==> config.mk <==
export PLATFORM = sky130hd
export DESIGN_NAME = rpsr_top
export DESIGN_NICKNAME = d
export VERILOG_FILES = /design/src/rtl/rpsr_top.v /design/src/rtl/rpsr_ext_mon.v
export VERILOG_INCLUDE_DIRS = /design/src /design/src/rtl
export SDC_FILE = /design/constraint.sdc
export NUM_CORES = 1
export LEC_CHECK = 0
export ABC_CLOCK_PERIOD_IN_PS = 2000
export BUFFER_PORTS_ARGS = -buffer_cell sky130_fd_sc_hd__buf_2
export CORE_ASPECT_RATIO = 0.7
export CORE_MARGIN = 3
export CORE_UTILIZATION = 43
export DETAILED_ROUTE_END_ITERATION = 16
export GPL_TIMING_DRIVEN = 0
export HOLD_SLACK_MARGIN = 0.03
export PLACE_DENSITY_LB_ADDON = 0.3
export SYNTH_ARGS = -nofsm -noshare
export SYNTH_HDL_FRONTEND = slang
export SYNTH_SLANG_ARGS = --single-unit
==> constraint.sdc <==
create_clock -name clk_i -period 2 [get_ports clk_i]
set_input_delay 0.5 -clock clk_i [delete_from_list [all_inputs] [get_ports clk_i]]
set_output_delay 0.5 -clock clk_i [all_outputs]
set_load 0.01 [all_outputs]
==> src/rtl/rpsr_regs.vh <==
// Register offsets, field positions, reset values and timing counts of the pin router
`ifndef RPSR_REGS_VH
`define RPSR_REGS_VH

// Register byte offsets
`define RPSR_ADDR_CTRL        8'h00
`define RPSR_ADDR_SELECT      8'h04
`define RPSR_ADDR_PINS        8'h08
`define RPSR_ADDR_IRQ_STATUS  8'h0C
`define RPSR_ADDR_IRQ_MASK    8'h10

// Control register fields
`define RPSR_CTRL_EXT1_EN     0
`define RPSR_CTRL_EXT1_POL    1
`define RPSR_CTRL_EXT2_EN     2
`define RPSR_CTRL_EXT2_POL    3
`define RPSR_CTRL_RST_FWD_EN  4
`define RPSR_CTRL_RST_POL     5
`define RPSR_CTRL_SQW_EN      6
`define RPSR_CTRL_PSW_MODE    7
`define RPSR_CTRL_PRI_LEVEL   8
`define RPSR_CTRL_SEC_LEVEL   9
`define RPSR_CTRL_CLK_SEL     10
`define RPSR_CTRL_WIDTH       11
`define RPSR_CTRL_RESET       11'h300

// Select register fields
`define RPSR_SEL_PRI_LSB      0
`define RPSR_SEL_PRI_MSB      1
`define RPSR_SEL_SEC_LSB      4
`define RPSR_SEL_SEC_MSB      6
`define RPSR_SEL_WIDTH        7
`define RPSR_SEL_RESET        7'h00

// Primary pin source codes
`define RPSR_PRI_STATIC       2'h0
`define RPSR_PRI_IRQ_N        2'h1
`define RPSR_PRI_SQW          2'h2
`define RPSR_PRI_ALARM_N      2'h3

// Secondary pin source codes
`define RPSR_SEC_STATIC       3'h0
`define RPSR_SEC_SQW          3'h1
`define RPSR_SEC_IRQ_N        3'h2
`define RPSR_SEC_ALARM_N      3'h3
`define RPSR_SEC_TIMER        3'h4
`define RPSR_SEC_TIMER_N      3'h5

// Pin level register fields
`define RPSR_PINS_EXT1        0
`define RPSR_PINS_WDOG        1
`define RPSR_PINS_EXT_RST     2
`define RPSR_PINS_READY       3

// Interrupt status and mask fields
`define RPSR_IRQ_EXT1         0
`define RPSR_IRQ_EXT2         1
`define RPSR_IRQ_EXT_RST      2
`define RPSR_IRQ_WIDTH        3
`define RPSR_IRQ_RESET        3'h0

// Power-up hold of the primary pin
`define RPSR_CLK_MHZ          200
`define RPSR_READY_NS         80
`define RPSR_READY_CYC        ((`RPSR_READY_NS * `RPSR_CLK_MHZ + 999) / 1000)
`define RPSR_READY_CNT_W      5

`endif

==> src/rtl/rpsr_top.v <==
// Pin routing of the real-time clock: input monitors, reset forward, output muxes
// Function
// - External interrupt pin raises interrupt one when enabled, polarity bit selects level.
// - External interrupt pin level is readable by software in a status bit.
// - Watchdog pin feeds watchdog reset and raises interrupt two with own polarity.
// - Watchdog pin level is readable by software in a status bit.
// - Low external reset with forwarding enabled asserts reset output per polarity.
// - Software select field chooses what drives the primary interrupt pin.
// - Primary sources: static bit, inverted combined, square wave if enabled, inverted alarm.
// - Primary pin held low after power-up until the ready count runs out; the bus answers from reset release.
// - Second software select field chooses what drives the secondary pin.
// - Secondary sources: static, square wave, inverted combined or alarm, timer either sense.
// - Power-switch mode makes secondary pin a sleep-controlled power switch.
// - Timer pin always carries the active-low timer interrupt.
// - Clock pin carries static primary bit or square wave when enabled.
// - Reset polarity bit clears at power-up, giving an active-low reset output.
`timescale 1ns/1ps
`include "rpsr_regs.vh"
module rpsr_top (
  // Clock and reset
  input  wire        clk_i,
  input  wire        rst_i,
  // Wishbone slave
  input  wire        wb_cyc_i,
  input  wire        wb_stb_i,
  input  wire        wb_we_i,
  input  wire [7:0]  wb_adr_i,
  input  wire [3:0]  wb_sel_i,
  input  wire [31:0] wb_dat_i,
  output reg  [31:0] wb_dat_o,
  output reg         wb_ack_o,
  // Interrupt
  output reg         irq_o,
  // Input pins
  input  wire        ext_irq1_pin_i,
  input  wire        watchdog_kick_pin_i,
  input  wire        ext_reset_pin_n_i,
  // Internal signal sources
  input  wire        combined_irq_i,
  input  wire        alarm_interrupt_i,
  input  wire        timer_interrupt_i,
  input  wire        square_wave_i,
  input  wire        sleep_power_on_i,
  // Monitor results to other blocks
  output reg         watchdog_kick_o,
  output reg         ext1_irq_o,
  output reg         ext2_irq_o,
  // Open-drain pins, enable low while pulling low
  output reg         primary_irq_pin_o,
  output reg         primary_irq_pin_oe_n_o,
  output reg         secondary_irq_pin_o,
  output reg         secondary_irq_pin_oe_n_o,
  output reg         power_switch_on_o,
  output reg         timer_irq_pin_n_o,
  output reg         timer_irq_pin_oe_n_o,
  output reg         reset_output_pin_o,
  output reg         reset_output_pin_oe_n_o,
  // Push-pull clock pin
  output reg         clock_pin_o
);

  reg  [`RPSR_CTRL_WIDTH-1:0] ctrl;
  reg  [`RPSR_SEL_WIDTH-1:0]  sel;
  reg  [`RPSR_IRQ_WIDTH-1:0]  irq_status;
  reg  [`RPSR_IRQ_WIDTH-1:0]  irq_mask;
  reg  [`RPSR_READY_CNT_W-1:0] ready_cnt;
  reg                          ready;
  reg                          rst_pin_q;
  reg  [31:0]                  next_rdata;
  reg                          next_primary;
  reg                          next_secondary;
  reg  [`RPSR_IRQ_WIDTH-1:0]   next_status;
  wire                         ext1_level;
  wire                         wdog_level;
  wire                         ext1_event;
  wire                         ext2_event;
  wire                         rst_event;
  wire                         bus_req;
  wire                         wr_acc;
  wire                         rd_status;
  wire                         rst_active;
  wire [1:0]                   pri_sel;
  wire [2:0]                   sec_sel;
  wire                         sqw_en;
  wire                         sqw_gated;

  localparam [31:0] READY_LAST_W = `RPSR_READY_CYC - 1;
  localparam [`RPSR_READY_CNT_W-1:0] READY_LAST = READY_LAST_W[`RPSR_READY_CNT_W-1:0];

  assign bus_req   = wb_cyc_i & wb_stb_i & ~wb_ack_o;
  assign wr_acc    = bus_req & wb_we_i;
  assign rd_status = bus_req & ~wb_we_i & (wb_adr_i == `RPSR_ADDR_IRQ_STATUS);
  assign pri_sel   = sel[`RPSR_SEL_PRI_MSB:`RPSR_SEL_PRI_LSB];
  assign sec_sel   = sel[`RPSR_SEL_SEC_MSB:`RPSR_SEL_SEC_LSB];
  assign sqw_en    = ctrl[`RPSR_CTRL_SQW_EN];
  // Disabled square wave leaves the pin released rather than toggling
  assign sqw_gated = sqw_en ? square_wave_i : 1'b1;
  assign rst_active = ~ext_reset_pin_n_i & ctrl[`RPSR_CTRL_RST_FWD_EN];
  assign rst_event  = rst_active & ~rst_pin_q;

  // External interrupt one monitor
  rpsr_ext_mon u_ext1 (
    .clk_i      (clk_i),
    .rst_i      (rst_i),
    .pin_i      (ext_irq1_pin_i),
    .enable_i   (ctrl[`RPSR_CTRL_EXT1_EN]),
    .polarity_i (ctrl[`RPSR_CTRL_EXT1_POL]),
    .level_o    (ext1_level),
    .event_o    (ext1_event)
  );

  // Watchdog pin doubles as interrupt two
  rpsr_ext_mon u_ext2 (
    .clk_i      (clk_i),
    .rst_i      (rst_i),
    .pin_i      (watchdog_kick_pin_i),
    .enable_i   (ctrl[`RPSR_CTRL_EXT2_EN]),
    .polarity_i (ctrl[`RPSR_CTRL_EXT2_POL]),
    .level_o    (wdog_level),
    .event_o    (ext2_event)
  );

  // Register read data
  always @* begin
    next_rdata = 32'h0000_0000;
    case (wb_adr_i)
      `RPSR_ADDR_CTRL: begin
        next_rdata[`RPSR_CTRL_WIDTH-1:0] = ctrl;
      end
      `RPSR_ADDR_SELECT: begin
        next_rdata[`RPSR_SEL_WIDTH-1:0] = sel;
      end
      `RPSR_ADDR_PINS: begin
        next_rdata[`RPSR_PINS_EXT1]    = ext1_level;
        next_rdata[`RPSR_PINS_WDOG]    = wdog_level;
        next_rdata[`RPSR_PINS_EXT_RST] = rst_pin_q;
        next_rdata[`RPSR_PINS_READY]   = ready;
      end
      `RPSR_ADDR_IRQ_STATUS: begin
        next_rdata[`RPSR_IRQ_WIDTH-1:0] = irq_status;
      end
      `RPSR_ADDR_IRQ_MASK: begin
        next_rdata[`RPSR_IRQ_WIDTH-1:0] = irq_mask;
      end
      default: begin
        next_rdata = 32'h0000_0000;
      end
    endcase
  end

  // Bus slave: one wait state, ack for every address
  always @(posedge clk_i) begin
    if (rst_i) begin
      wb_ack_o <= 1'b0;
    end else begin
      wb_ack_o <= bus_req;
    end
  end

  // Read data stands only with ack, zero otherwise
  always @(posedge clk_i) begin
    if (rst_i) begin
      wb_dat_o <= 32'h0000_0000;
    end else begin
      wb_dat_o <= bus_req ? next_rdata : 32'h0000_0000;
    end
  end

  // Writable registers, low byte lane and second lane
  always @(posedge clk_i) begin
    if (rst_i) begin
      ctrl     <= `RPSR_CTRL_RESET;
      sel      <= `RPSR_SEL_RESET;
      irq_mask <= `RPSR_IRQ_RESET;
    end else if (wr_acc) begin
      case (wb_adr_i)
        `RPSR_ADDR_CTRL: begin
          if (wb_sel_i[0]) begin
            ctrl[7:0] <= wb_dat_i[7:0];
          end
          if (wb_sel_i[1]) begin
            ctrl[`RPSR_CTRL_WIDTH-1:8] <= wb_dat_i[`RPSR_CTRL_WIDTH-1:8];
          end
        end
        `RPSR_ADDR_SELECT: begin
          if (wb_sel_i[0]) begin
            sel <= wb_dat_i[`RPSR_SEL_WIDTH-1:0];
          end
        end
        `RPSR_ADDR_IRQ_MASK: begin
          if (wb_sel_i[0]) begin
            irq_mask <= wb_dat_i[`RPSR_IRQ_WIDTH-1:0];
          end
        end
        default: begin
          ctrl <= ctrl;
        end
      endcase
    end
  end

  // Sticky status, read clears, a new event in the same cycle wins
  always @* begin
    next_status = rd_status ? `RPSR_IRQ_RESET : irq_status;
    next_status[`RPSR_IRQ_EXT1]    = next_status[`RPSR_IRQ_EXT1] | ext1_event;
    next_status[`RPSR_IRQ_EXT2]    = next_status[`RPSR_IRQ_EXT2] | ext2_event;
    next_status[`RPSR_IRQ_EXT_RST] = next_status[`RPSR_IRQ_EXT_RST] | rst_event;
  end

  always @(posedge clk_i) begin
    if (rst_i) begin
      irq_status <= `RPSR_IRQ_RESET;
    end else begin
      irq_status <= next_status;
    end
  end

  // Level interrupt follows the status about to be held, not the old one
  always @(posedge clk_i) begin
    if (rst_i) begin
      irq_o <= 1'b0;
    end else begin
      irq_o <= |(next_status & irq_mask);
    end
  end

  // Forwarding state of last cycle, for the start-of-forwarding event
  always @(posedge clk_i) begin
    if (rst_i) begin
      rst_pin_q <= 1'b0;
    end else begin
      rst_pin_q <= rst_active;
    end
  end

  // Power-up hold: ready sets once the counter has run out; the bus answers from reset release
  always @(posedge clk_i) begin
    if (rst_i) begin
      ready_cnt <= {`RPSR_READY_CNT_W{1'b0}};
      ready     <= 1'b0;
    end else if (!ready) begin
      ready_cnt <= ready_cnt + 1'b1;
      ready     <= (ready_cnt == READY_LAST);
    end
  end

  // Primary pin source selection
  always @* begin
    case (pri_sel)
      `RPSR_PRI_STATIC:  next_primary = ctrl[`RPSR_CTRL_PRI_LEVEL];
      `RPSR_PRI_IRQ_N:   next_primary = ~combined_irq_i;
      `RPSR_PRI_SQW:     next_primary = sqw_gated;
      `RPSR_PRI_ALARM_N: next_primary = ~alarm_interrupt_i;
      default:           next_primary = 1'b1;
    endcase
  end

  // Secondary pin source selection, unused codes fall back to the static bit
  always @* begin
    case (sec_sel)
      `RPSR_SEC_STATIC:  next_secondary = ctrl[`RPSR_CTRL_SEC_LEVEL];
      `RPSR_SEC_SQW:     next_secondary = sqw_gated;
      `RPSR_SEC_IRQ_N:   next_secondary = ~combined_irq_i;
      `RPSR_SEC_ALARM_N: next_secondary = ~alarm_interrupt_i;
      `RPSR_SEC_TIMER:   next_secondary = timer_interrupt_i;
      `RPSR_SEC_TIMER_N: next_secondary = ~timer_interrupt_i;
      default:           next_secondary = ctrl[`RPSR_CTRL_SEC_LEVEL];
    endcase
  end

  // Primary pin; open-drain data stays low, the enable carries the level
  always @(posedge clk_i) begin
    if (rst_i) begin
      primary_irq_pin_o      <= 1'b0;
      primary_irq_pin_oe_n_o <= 1'b0;
    end else begin
      primary_irq_pin_o      <= 1'b0;
      // Held low until ready so the host can poll for access
      primary_irq_pin_oe_n_o <= ready & next_primary;
    end
  end

  // Secondary pin, or a switch that pulls the rail low for the external load
  always @(posedge clk_i) begin
    if (rst_i) begin
      secondary_irq_pin_o      <= 1'b0;
      secondary_irq_pin_oe_n_o <= 1'b1;
      power_switch_on_o        <= 1'b0;
    end else if (ctrl[`RPSR_CTRL_PSW_MODE]) begin
      secondary_irq_pin_o      <= 1'b0;
      secondary_irq_pin_oe_n_o <= ~sleep_power_on_i;
      power_switch_on_o        <= sleep_power_on_i;
    end else begin
      secondary_irq_pin_o      <= 1'b0;
      secondary_irq_pin_oe_n_o <= next_secondary;
      power_switch_on_o        <= 1'b0;
    end
  end

  // Timer pin, no selection; data mirrors the enable so it idles high
  always @(posedge clk_i) begin
    if (rst_i) begin
      timer_irq_pin_n_o    <= 1'b1;
      timer_irq_pin_oe_n_o <= 1'b1;
    end else begin
      timer_irq_pin_n_o    <= ~timer_interrupt_i;
      timer_irq_pin_oe_n_o <= ~timer_interrupt_i;
    end
  end

  // Reset output; asserted level equals the polarity bit, idle its inverse
  always @(posedge clk_i) begin
    if (rst_i) begin
      reset_output_pin_o      <= 1'b0;
      reset_output_pin_oe_n_o <= 1'b1;
    end else begin
      reset_output_pin_o      <= 1'b0;
      reset_output_pin_oe_n_o <= rst_active ? ctrl[`RPSR_CTRL_RST_POL]
                                            : ~ctrl[`RPSR_CTRL_RST_POL];
    end
  end

  // Push-pull clock pin
  always @(posedge clk_i) begin
    if (rst_i) begin
      clock_pin_o <= 1'b0;
    end else begin
      clock_pin_o <= ctrl[`RPSR_CTRL_CLK_SEL] ? sqw_gated
                                              : ctrl[`RPSR_CTRL_PRI_LEVEL];
    end
  end

  // Monitor results for the watchdog and interrupt blocks
  always @(posedge clk_i) begin
    if (rst_i) begin
      watchdog_kick_o <= 1'b0;
      ext1_irq_o      <= 1'b0;
      ext2_irq_o      <= 1'b0;
    end else begin
      watchdog_kick_o <= wdog_level;
      ext1_irq_o      <= ext1_event;
      ext2_irq_o      <= ext2_event;
    end
  end

endmodule

==> src/rtl/rpsr_ext_mon.v <==
// External input pin monitor: level capture and polarity-qualified event
`timescale 1ns/1ps
module rpsr_ext_mon (
  // Clock and reset
  input  wire clk_i,
  input  wire rst_i,
  // Pin and configuration
  input  wire pin_i,
  input  wire enable_i,
  input  wire polarity_i,
  // Results
  output reg  level_o,
  output reg  event_o
);

  wire active;

  // Polarity 1 means high is the active level
  assign active = ~(pin_i ^ polarity_i);

  always @(posedge clk_i) begin
    if (rst_i) begin
      level_o <= 1'b0;
      event_o <= 1'b0;
    end else begin
      level_o <= pin_i;
      // Edge into the active level only, so a held level fires once
      event_o <= enable_i & active & ~(~(level_o ^ polarity_i));
    end
  end

endmodule

; ---- Word level (Yosys, flattened, before mapping)
; Cells that the tools add are included.
[word_totals]
reg_bits = 78
output_inout_bits = 47
wordCells = 95
input_bits = 57
[classes]
n_eq_ne = 13
add_sub_neg = 1
reduce_logical = 10
mux = 11
n_bitwise = 34
[ops]
columns = operator, count
row1 = $eq 8x4->1 const B, 2
row2 = $pmux 3 s5, 1
row3 = $not 1->1, 14
row4 = $and 1x1->1, 12
row5 = $reduce_and 3->1, 4
row6 = $eq 8x3->1 const B, 1
row7 = $eq 8x5->1 const B, 1
row8 = $logic_not 8->1, 1
row9 = $eq 3x2->1 const B, 2
row10 = $eq 3x3->1 const B, 2
row11 = $pmux 3 s2, 1
row12 = $reduce_or 3->1, 2
row13 = $add 5x1->5 const B, 1
row14 = $eq 5x4->1 const B, 1
row15 = $mux 1, 5
row16 = $pmux 1 s5, 1
row17 = $eq 2x2->1 const B, 2
row18 = $pmux 1 s4, 1
row19 = $reduce_or 2->1, 2
row20 = $xor 1x1->1, 4
row21 = $and 3x3->3, 1
row22 = $eq 3x1->1 const B, 1
row23 = $mux 3, 1
row24 = $or 1x1->1, 3
row25 = 3 further kinds, 3

; ---- Depth between registers and ports, before layout
; Gate-level depths: netlist (run 1).
[logic_depth]
depth_word = 8
ltp_mapped = 6

; ---- By module
; From an unflattened synthesis (run 1), not the netlist that was laid out.
[unflattened]
cells_unflattened = 267
area_unflattened_um2 = 2593.7
[modules_own_cells]
columns = mod, instances, cells_per_inst, area_each_um2
row1 = rpsr_top, 1, 253, 2441.1
row2 = rpsr_ext_mon, 2, 7, 76.3

; ---- Worst setup path after synthesis (run 1)
; No wires, ideal clock.
[synth_path]
kind = input-to-reg
from = input port wb_adr_i[7]
to = register sel[6]
setup_time_ps = 128
t_required_ps = 1872
t_arrival_ps = 1866
cell_stages = 4
slack_ps = 6
path_cell_list = or4_4 > nor4_4 > mux2i_1 > nor2_1
[synth_between]
elab_chain_cells = 2
[synth_rtl]
columns = element, line_no
row1 = start: declaration, rpsr_top.v:27  ; input wire [7:0] wb_adr_i,
row2 = $eq 8x3->1, rpsr_top.v:176  ; case (wb_adr_i)
row3 = $reduce_and 3->1 (no line), n/a
row4 = end signal: assignment, rpsr_top.v:173  ; sel <= `RPSR_SEL_RESET;
row5 = end signal: assignment, rpsr_top.v:187  ; sel <= wb_dat_i[`RPSR_SEL_WIDTH-1:0];
row6 = end: declaration, rpsr_top.v:63  ; reg [`RPSR_SEL_WIDTH-1:0] sel;
; No other way between the ends.
; A chain may end at the register's enable or synchronous reset.

; ---- Worst setup path in the final report (run 1)
[layout_path]
from = input port wb_adr_i[2]
to = register wb_dat_o[2]
[layout_between]
elab_chain_cells = 2
elab_cells_between_ends = 6
[layout_rtl]
columns = element, line_no
row1 = "$eq 8x5->1, or another cell as far along", rpsr_top.v:126  ; case (wb_adr_i)
row2 = $pmux 3 s5 (*), rpsr_top.v:126
row3 = end signal: assignment, rpsr_top.v:165  ; wb_dat_o <= bus_req ? next_rdata : 32'h0000_0000;
row4 = end: declaration, rpsr_top.v:30  ; output reg [31:0] wb_dat_o,
; Every way passes the cells marked *; elsewhere a longest branch is shown, timed or not.

==> metrics.txt, run 1 <==
Seq pwr share=0.480; Avg Cell Area, Syn=9.59 µm²; full die area=6760 µm²; TritonCTS clock tree=done; vias in the first global route=between 1,500 and 2,000; global-route wire length before repair=9180 µm; post-layout util=0.583; Worst Hold Path Cells=2; Final Cycle Share=0.935; Clock power frac=0.442; htree depth=3; number of remaining DRC errors=0; synthesized flop and latch total=57; FF-to-FF path depth=4; first-pass detailed-route iteration total=4; Nets=409; final setup margin=~0.13 ns; CP Launch Type=input pin; register area share after synthesis=0.458; DP Cell Count=409; share of layout cells above drive strength 1=0.288; final wirelength=5720 µm; combinational share of power=0.079; Slew Limit Fails=0; most common cell after layout, fill and taps aside=dfxtp_1; pre-CTS setup slack=-0.367 ns; maximum vdd drop=approximately 400 µV; initial antenna violation count=0; Max-Cap Viols=0; Post-synth EDFFs=0; Tmin final=1.87 ns; post-synthesis instance area=2490 µm²; DRT iter0 DRCs=95; Hold Slack=0.367 ns; CTS root buf=clkbuf_8; Die Span X=97.0 µm; Synth-to-Final Area Change=26.8%; via/cell ratio=4.79; clk sink count=57; ys async rst share=0; Initial Util=0.460; hold endpoint=timer_irq_pin_oe_n_o; clk slew on worst S/H paths=0.06 ns; yosys synthesis warning count=0; Setup violations, final=0; P_int=1.87 mW; FF-to-FF Start=wb_ack_o; I/O Buffers=54; Die H=69.7 µm; post-CTS sizing=0; CP max FO=10; Rows=22; FMAX=around 530 MHz; P_leak=1.48 nW; kind of critical path=in -> reg; Worst-Skew Late Latency=0.34 ns; grt ovf=0; relative slew slack=0.560; Mapped Cells=260; Worst R2R End=wb_dat_o[7]; gpl congestion=0.829; skew final=0.00754 ns; r2r setup slk=around 0.20 ns; Ports=between 100 and 150; worst slew pin tran=~0.66 ns; worst min path class=in -> reg; hpwl dp=4240 µm; Post-synth top flop=dfxtp_1; diodes inserted=0; final cell count without fillers=426; DR WL/cell=approximately 13 µm; most frequent cells in the layout=57 x dfxtp_1, 54 x buf_2, 46 x nor2_1; routed vias=2,042; largest net degree at the start of global routing=11; required time of the critical path=2.23 ns; gr usage total=0.172; Net Sw Frac=0.226; count of cell types in the netlist=40; outcome=completed; Core ar.=approximately 5400 µm²; Worst Path Arrival=2.10 ns; Worst setup EP type=flop; Final ANT Viol Nets=0; NetSw=between 500 and 600 µW; Pwr Density=762 nW/µm²; Hold Fails Final Rpt=0; clock tree buffer depth=2; hold wc startpoint=timer_interrupt_i; Num CTS Buffers=9
-- repair_timing --
action	CTS	global route
buffers inserted	0	2
hold buffers	0	0
endpoints found under the setup margin	0	12
-- sequential cells by signal, summed over array words and instances (netlist names), 3 cells and up --
register and cells:
wb_dat_o 11, irq_status 3, ctrl 11, ready_cnt 5, irq_mask 3, sel 7
-- per-stage QoR --
stage	instance area (µm²)	TNS (ns)	power, mW
finish	3160	0	2.41
global route	3160	-0.211	2.50
CTS	3140	0	2.42
detailed placement	2940	-5.76	1.37
global placement	2940	-5.27	1.36
floorplan	2580	0	1.30
-- synthesized netlist by cell type, types with 3 or more instances --
cell type	instances	share of area
nand4_1	3	0.0075
and3b_1	3	0.011
nor2b_1	10	0.025
dfxtp_1	57	0.46
nand2_1	8	0.012
a21oi_1	12	0.024
nor2_1	46	0.069
inv_1	4	0.0060
mux2i_1	26	0.10
and2_1	3	0.0075
nand2b_1	3	0.0075
xnor2_1	3	0.011
nor3_1	8	0.016
clkbuf_1	11	0.017
a31oi_1	3	0.0075
buf_4	25	0.075
nor4bb_1	3	0.012
-- worst max path at each step --
stage                            from     endpoint  slack (ns)  depth (start not counted)
final                     wb_adr_i[2]  wb_dat_o[2]        0.13                          6
after global routing         wb_ack_o  wb_dat_o[7]       -0.07                          4
after CTS                 wb_adr_i[7]      ctrl[3]       0.004                          5
after detailed placement  wb_adr_i[7]      ctrl[1]       -0.37                          5
after global placement    wb_adr_i[7]      ctrl[7]       -0.31                          5
after floorplan           wb_adr_i[7]       sel[6]       0.006                          4
-- final cells by class --
cell class,instances,area (µm²)
fill,505,2260
multi-input combinational,185,1190
sequential,57,1140
timing repair buffer,56,298
buffer,36,229
clock buffer,12,155
tap,72,90.1
clock inverter,3,40.0
inverter,5,18.8
-- routing by layer --
metal  vias up  wire, µm  global-route usage
li1       1032         -                   -
met1       919      2780               0.233
met2        82      2320               0.240
met3         9       521              0.0834
met4         0        91              0.0483
met5         -         0                   0
-- worst max-delay path: stages --
cell      delay (ns)
clkbuf_1        0.34
clkbuf_1        0.56
mux2i_1         0.33
nor3_1          0.08
a31oi_1         0.19
a21oi_1         0.10
-- power by group through the flow --
stage,logic [mW],registers [mW],clock network [mW]
floorplan,0.119,1.18,0
global placement,0.184,1.18,0
detailed placement,0.187,1.18,0
CTS,0.188,1.16,1.08
global route,0.211,1.16,1.14
finish,0.190,1.16,1.06
-- cell families after synthesis --
group | share of synthesized area
and+or+nand+nor | 0.220
DFF | 0.458
buffers and inverters | 0.0993
muxes | 0.136
AOI/OAI and AO/OA | 0.0582
xor gates and xnor gates | 0.0176
adders and majority gates | 0.0100
other | 0.00150
Power figures use the tool's default switching activity.
==> inputs of run 2 (changes only) <==
- ABC_CLOCK_PERIOD_IN_PS: 2000 -> 1600
- clock period: 2 -> 1.6 ns (I/O delays scaled with it)
==> metrics.txt, run 2 (synthesis results as in run 1) <==
DR WL/cell=13.0 µm (was 13.4 µm); final wirelength=5560 µm (was 5720 µm); Max-Cap Viols=0 (unchanged); Nets=410 (was 409); Setup violations, final=7 (was 0); maximum vdd drop=480 µV (was 411 µV); initial antenna violation count=0 (unchanged); largest net degree at the start of global routing=11 (unchanged); Core ar.=5420 µm² (unchanged); hold buffers post-CTS=0 (unchanged); most common cell after layout, fill and taps aside=dfxtp_1 (unchanged); NetSw=661 µW (was 543 µW); Max Used Layer=met4 (unchanged); Tmin final=1.67 ns; Worst Path Arrival=1.87 ns (was 2.10 ns); kind of critical path=in -> reg (unchanged); Clock power frac=0.395 (was 0.442); unrepaired setup endpoints after global routing=true; DRT iter0 DRCs=82 (was 95); P_int=2.13 mW (was 1.87 mW); P_leak=1.48 nW (about the same); final setup margin=-0.0671 ns (was 0.129 ns); final cell count without fillers=427 (was 426); outcome=finished, violations left (was completed); I/O Buffers=54 (unchanged); Ports=104 (unchanged); Slew Limit Fails=0 (unchanged); relative slew slack=0.623 (was 0.560); share of layout cells above drive strength 1=0.310 (was 0.288); routed wl met2=2310 µm (was 2320 µm); most frequent cells in the layout=56 x dfxtp_1, 55 x buf_2, 46 x nor2_1 (was 57 x dfxtp_1, 54 x buf_2, 46 x nor2_1); Rows=22 (unchanged); gpl congestion=0.847 (was 0.829); global-route wire length before repair=9010 µm (was 9180 µm); Net Sw Frac=0.237 (was 0.226); WL met3=474 µm (was 521 µm); CTS root buf=clkbuf_8 (unchanged); area post-placement=2950 µm² (was 2940 µm²); first-pass detailed-route iteration total=4 (unchanged); FMAX=600 MHz; full die area=6760 µm² (unchanged); Final Cycle Share=1.04; grt ovf=0 (unchanged); worst min path class=in -> reg (unchanged); worst slew pin tran=0.566 ns (was 0.660 ns); Final ANT Viol Nets=0 (unchanged); Seq pwr share=0.518 (was 0.480); vias in the first global route=1,854 (was 1,803); combinational share of power=0.087 (was 0.079); clk slew on worst S/H paths=0.06 ns (about the same); clock tree buffer depth=2 (unchanged); Num CTS Buffers=9 (unchanged); Final Power=2.79 mW (was 2.41 mW); via/cell ratio=4.66 (was 4.79); final instance area=3170 µm² (was 3160 µm²); CP max FO=7 (was 10); Hold Fails Final Rpt=0 (unchanged); failing checks=setup timing; CP Launch Type=input pin (unchanged); Hold Slack=0.272 ns (was 0.367 ns); WL met1=2740 µm (was 2780 µm); htree depth=3 (unchanged); number of remaining DRC errors=0 (unchanged); DP Cell Count=409 (unchanged); diodes inserted=0 (unchanged); gr usage total=0.171 (was 0.172); Synth-to-Final Area Change=27.2% (was 26.8%); Die H=69.7 µm (unchanged); Pwr Density=879 nW/µm² (was 762 nW/µm²); Die Span X=97.0 µm (unchanged); routed vias=1,990 (was 2,042); Initial Util=0.460 (unchanged); clk sink count=57 (unchanged); Worst-Skew Late Latency=0.33 ns (was 0.34 ns); Worst setup EP type=flop (unchanged); TritonCTS clock tree=done (unchanged); skew final=0.00416 ns (was 0.00754 ns); post-layout util=0.585 (was 0.583); hpwl dp=4190 µm (was 4240 µm); required time of the critical path=1.81 ns (was 2.23 ns); Largest regs=ctrl (11), wb_dat_o (11), sel (7) (unchanged)
run 2: changes by cell type in the layout (fill, tap and decap cells not counted), sizes merged:
cell	previous run	this run
buf	81	83
clkbuf	23	21
clkinv	2	4
bufinv	1	0
run 2: cell type report:
class / count / area (µm²)
Clock inverter: 4 / 20.0
Fill cell: 488 / 2250
Inverter: 5 / 18.8
Buffer: 36 / 230
Clock buffer: 11 / 141
Sequential cell: 57 / 1140
Tap cell: 72 / 90.1
Multi-Input combinational cell: 185 / 1220
Timing Repair Buffer: 57 / 305
run 2: critical path: stages:
cell and delay (ns):
buf_2 0.12, or4_4 0.58, nor4_4 0.33, buf_12 0.18, mux2i_2 0.21, nor2_1 0.05
run 2: stage by stage:
stage	setup slack [ns]	TNS, ns
2_1_floorplan	-0.294	-2.80
3_3_place_gp	-0.597	-11.54
3_5_place_dp	-0.591	-11.46
4_1_cts	-0.139	-1.31
5_1_grt	-0.115	-0.788
6_report	-0.0671	-0.306
run 2: power groups by stage:
stage	Clock, mW	Combinational, mW	Sequential (mW)
after detailed placement	0	0.234	1.48
after floorplan	0	0.149	1.48
final	1.10	0.242	1.45
after global routing	1.20	0.267	1.45
after CTS	1.15	0.236	1.44
after global placement	0	0.231	1.47
run 2: repair_timing:
| action | CTS | global route |
|---|---|---|
| pin swaps | 2 | 2 |
| gates cloned | 0 | 0 |
| endpoints found under the hold margin | 0 | 0 |
| buffers inserted | 3 | 0 |
| endpoints found under the setup margin | 21 | 18 |
| resized for setup | 2 | 5 |
run 2: path summary, 6_finish.rpt:
| kind | start | end | slack [ns] | cells past startpoint |
|---|---|---|---|---|
| setup / recovery | wb_adr_i[7] | sel[1] | -0.07 | 6 |
| hold / removal | timer_interrupt_i | timer_irq_pin_oe_n_o | 0.27 | 2 |
| setup reg to reg | wb_ack_o | sel[1] | -0.06 | 5 |
| hold reg to reg | wb_ack_o | wb_ack_o | 0.47 | 1 |
run 2: metal layers:
layer  vias to the layer above  GRT usage
li1                       1028          -
met1                       883      0.239
met2                        73      0.231
met3                         6     0.0854
met4                         0     0.0467
met5                         -          0
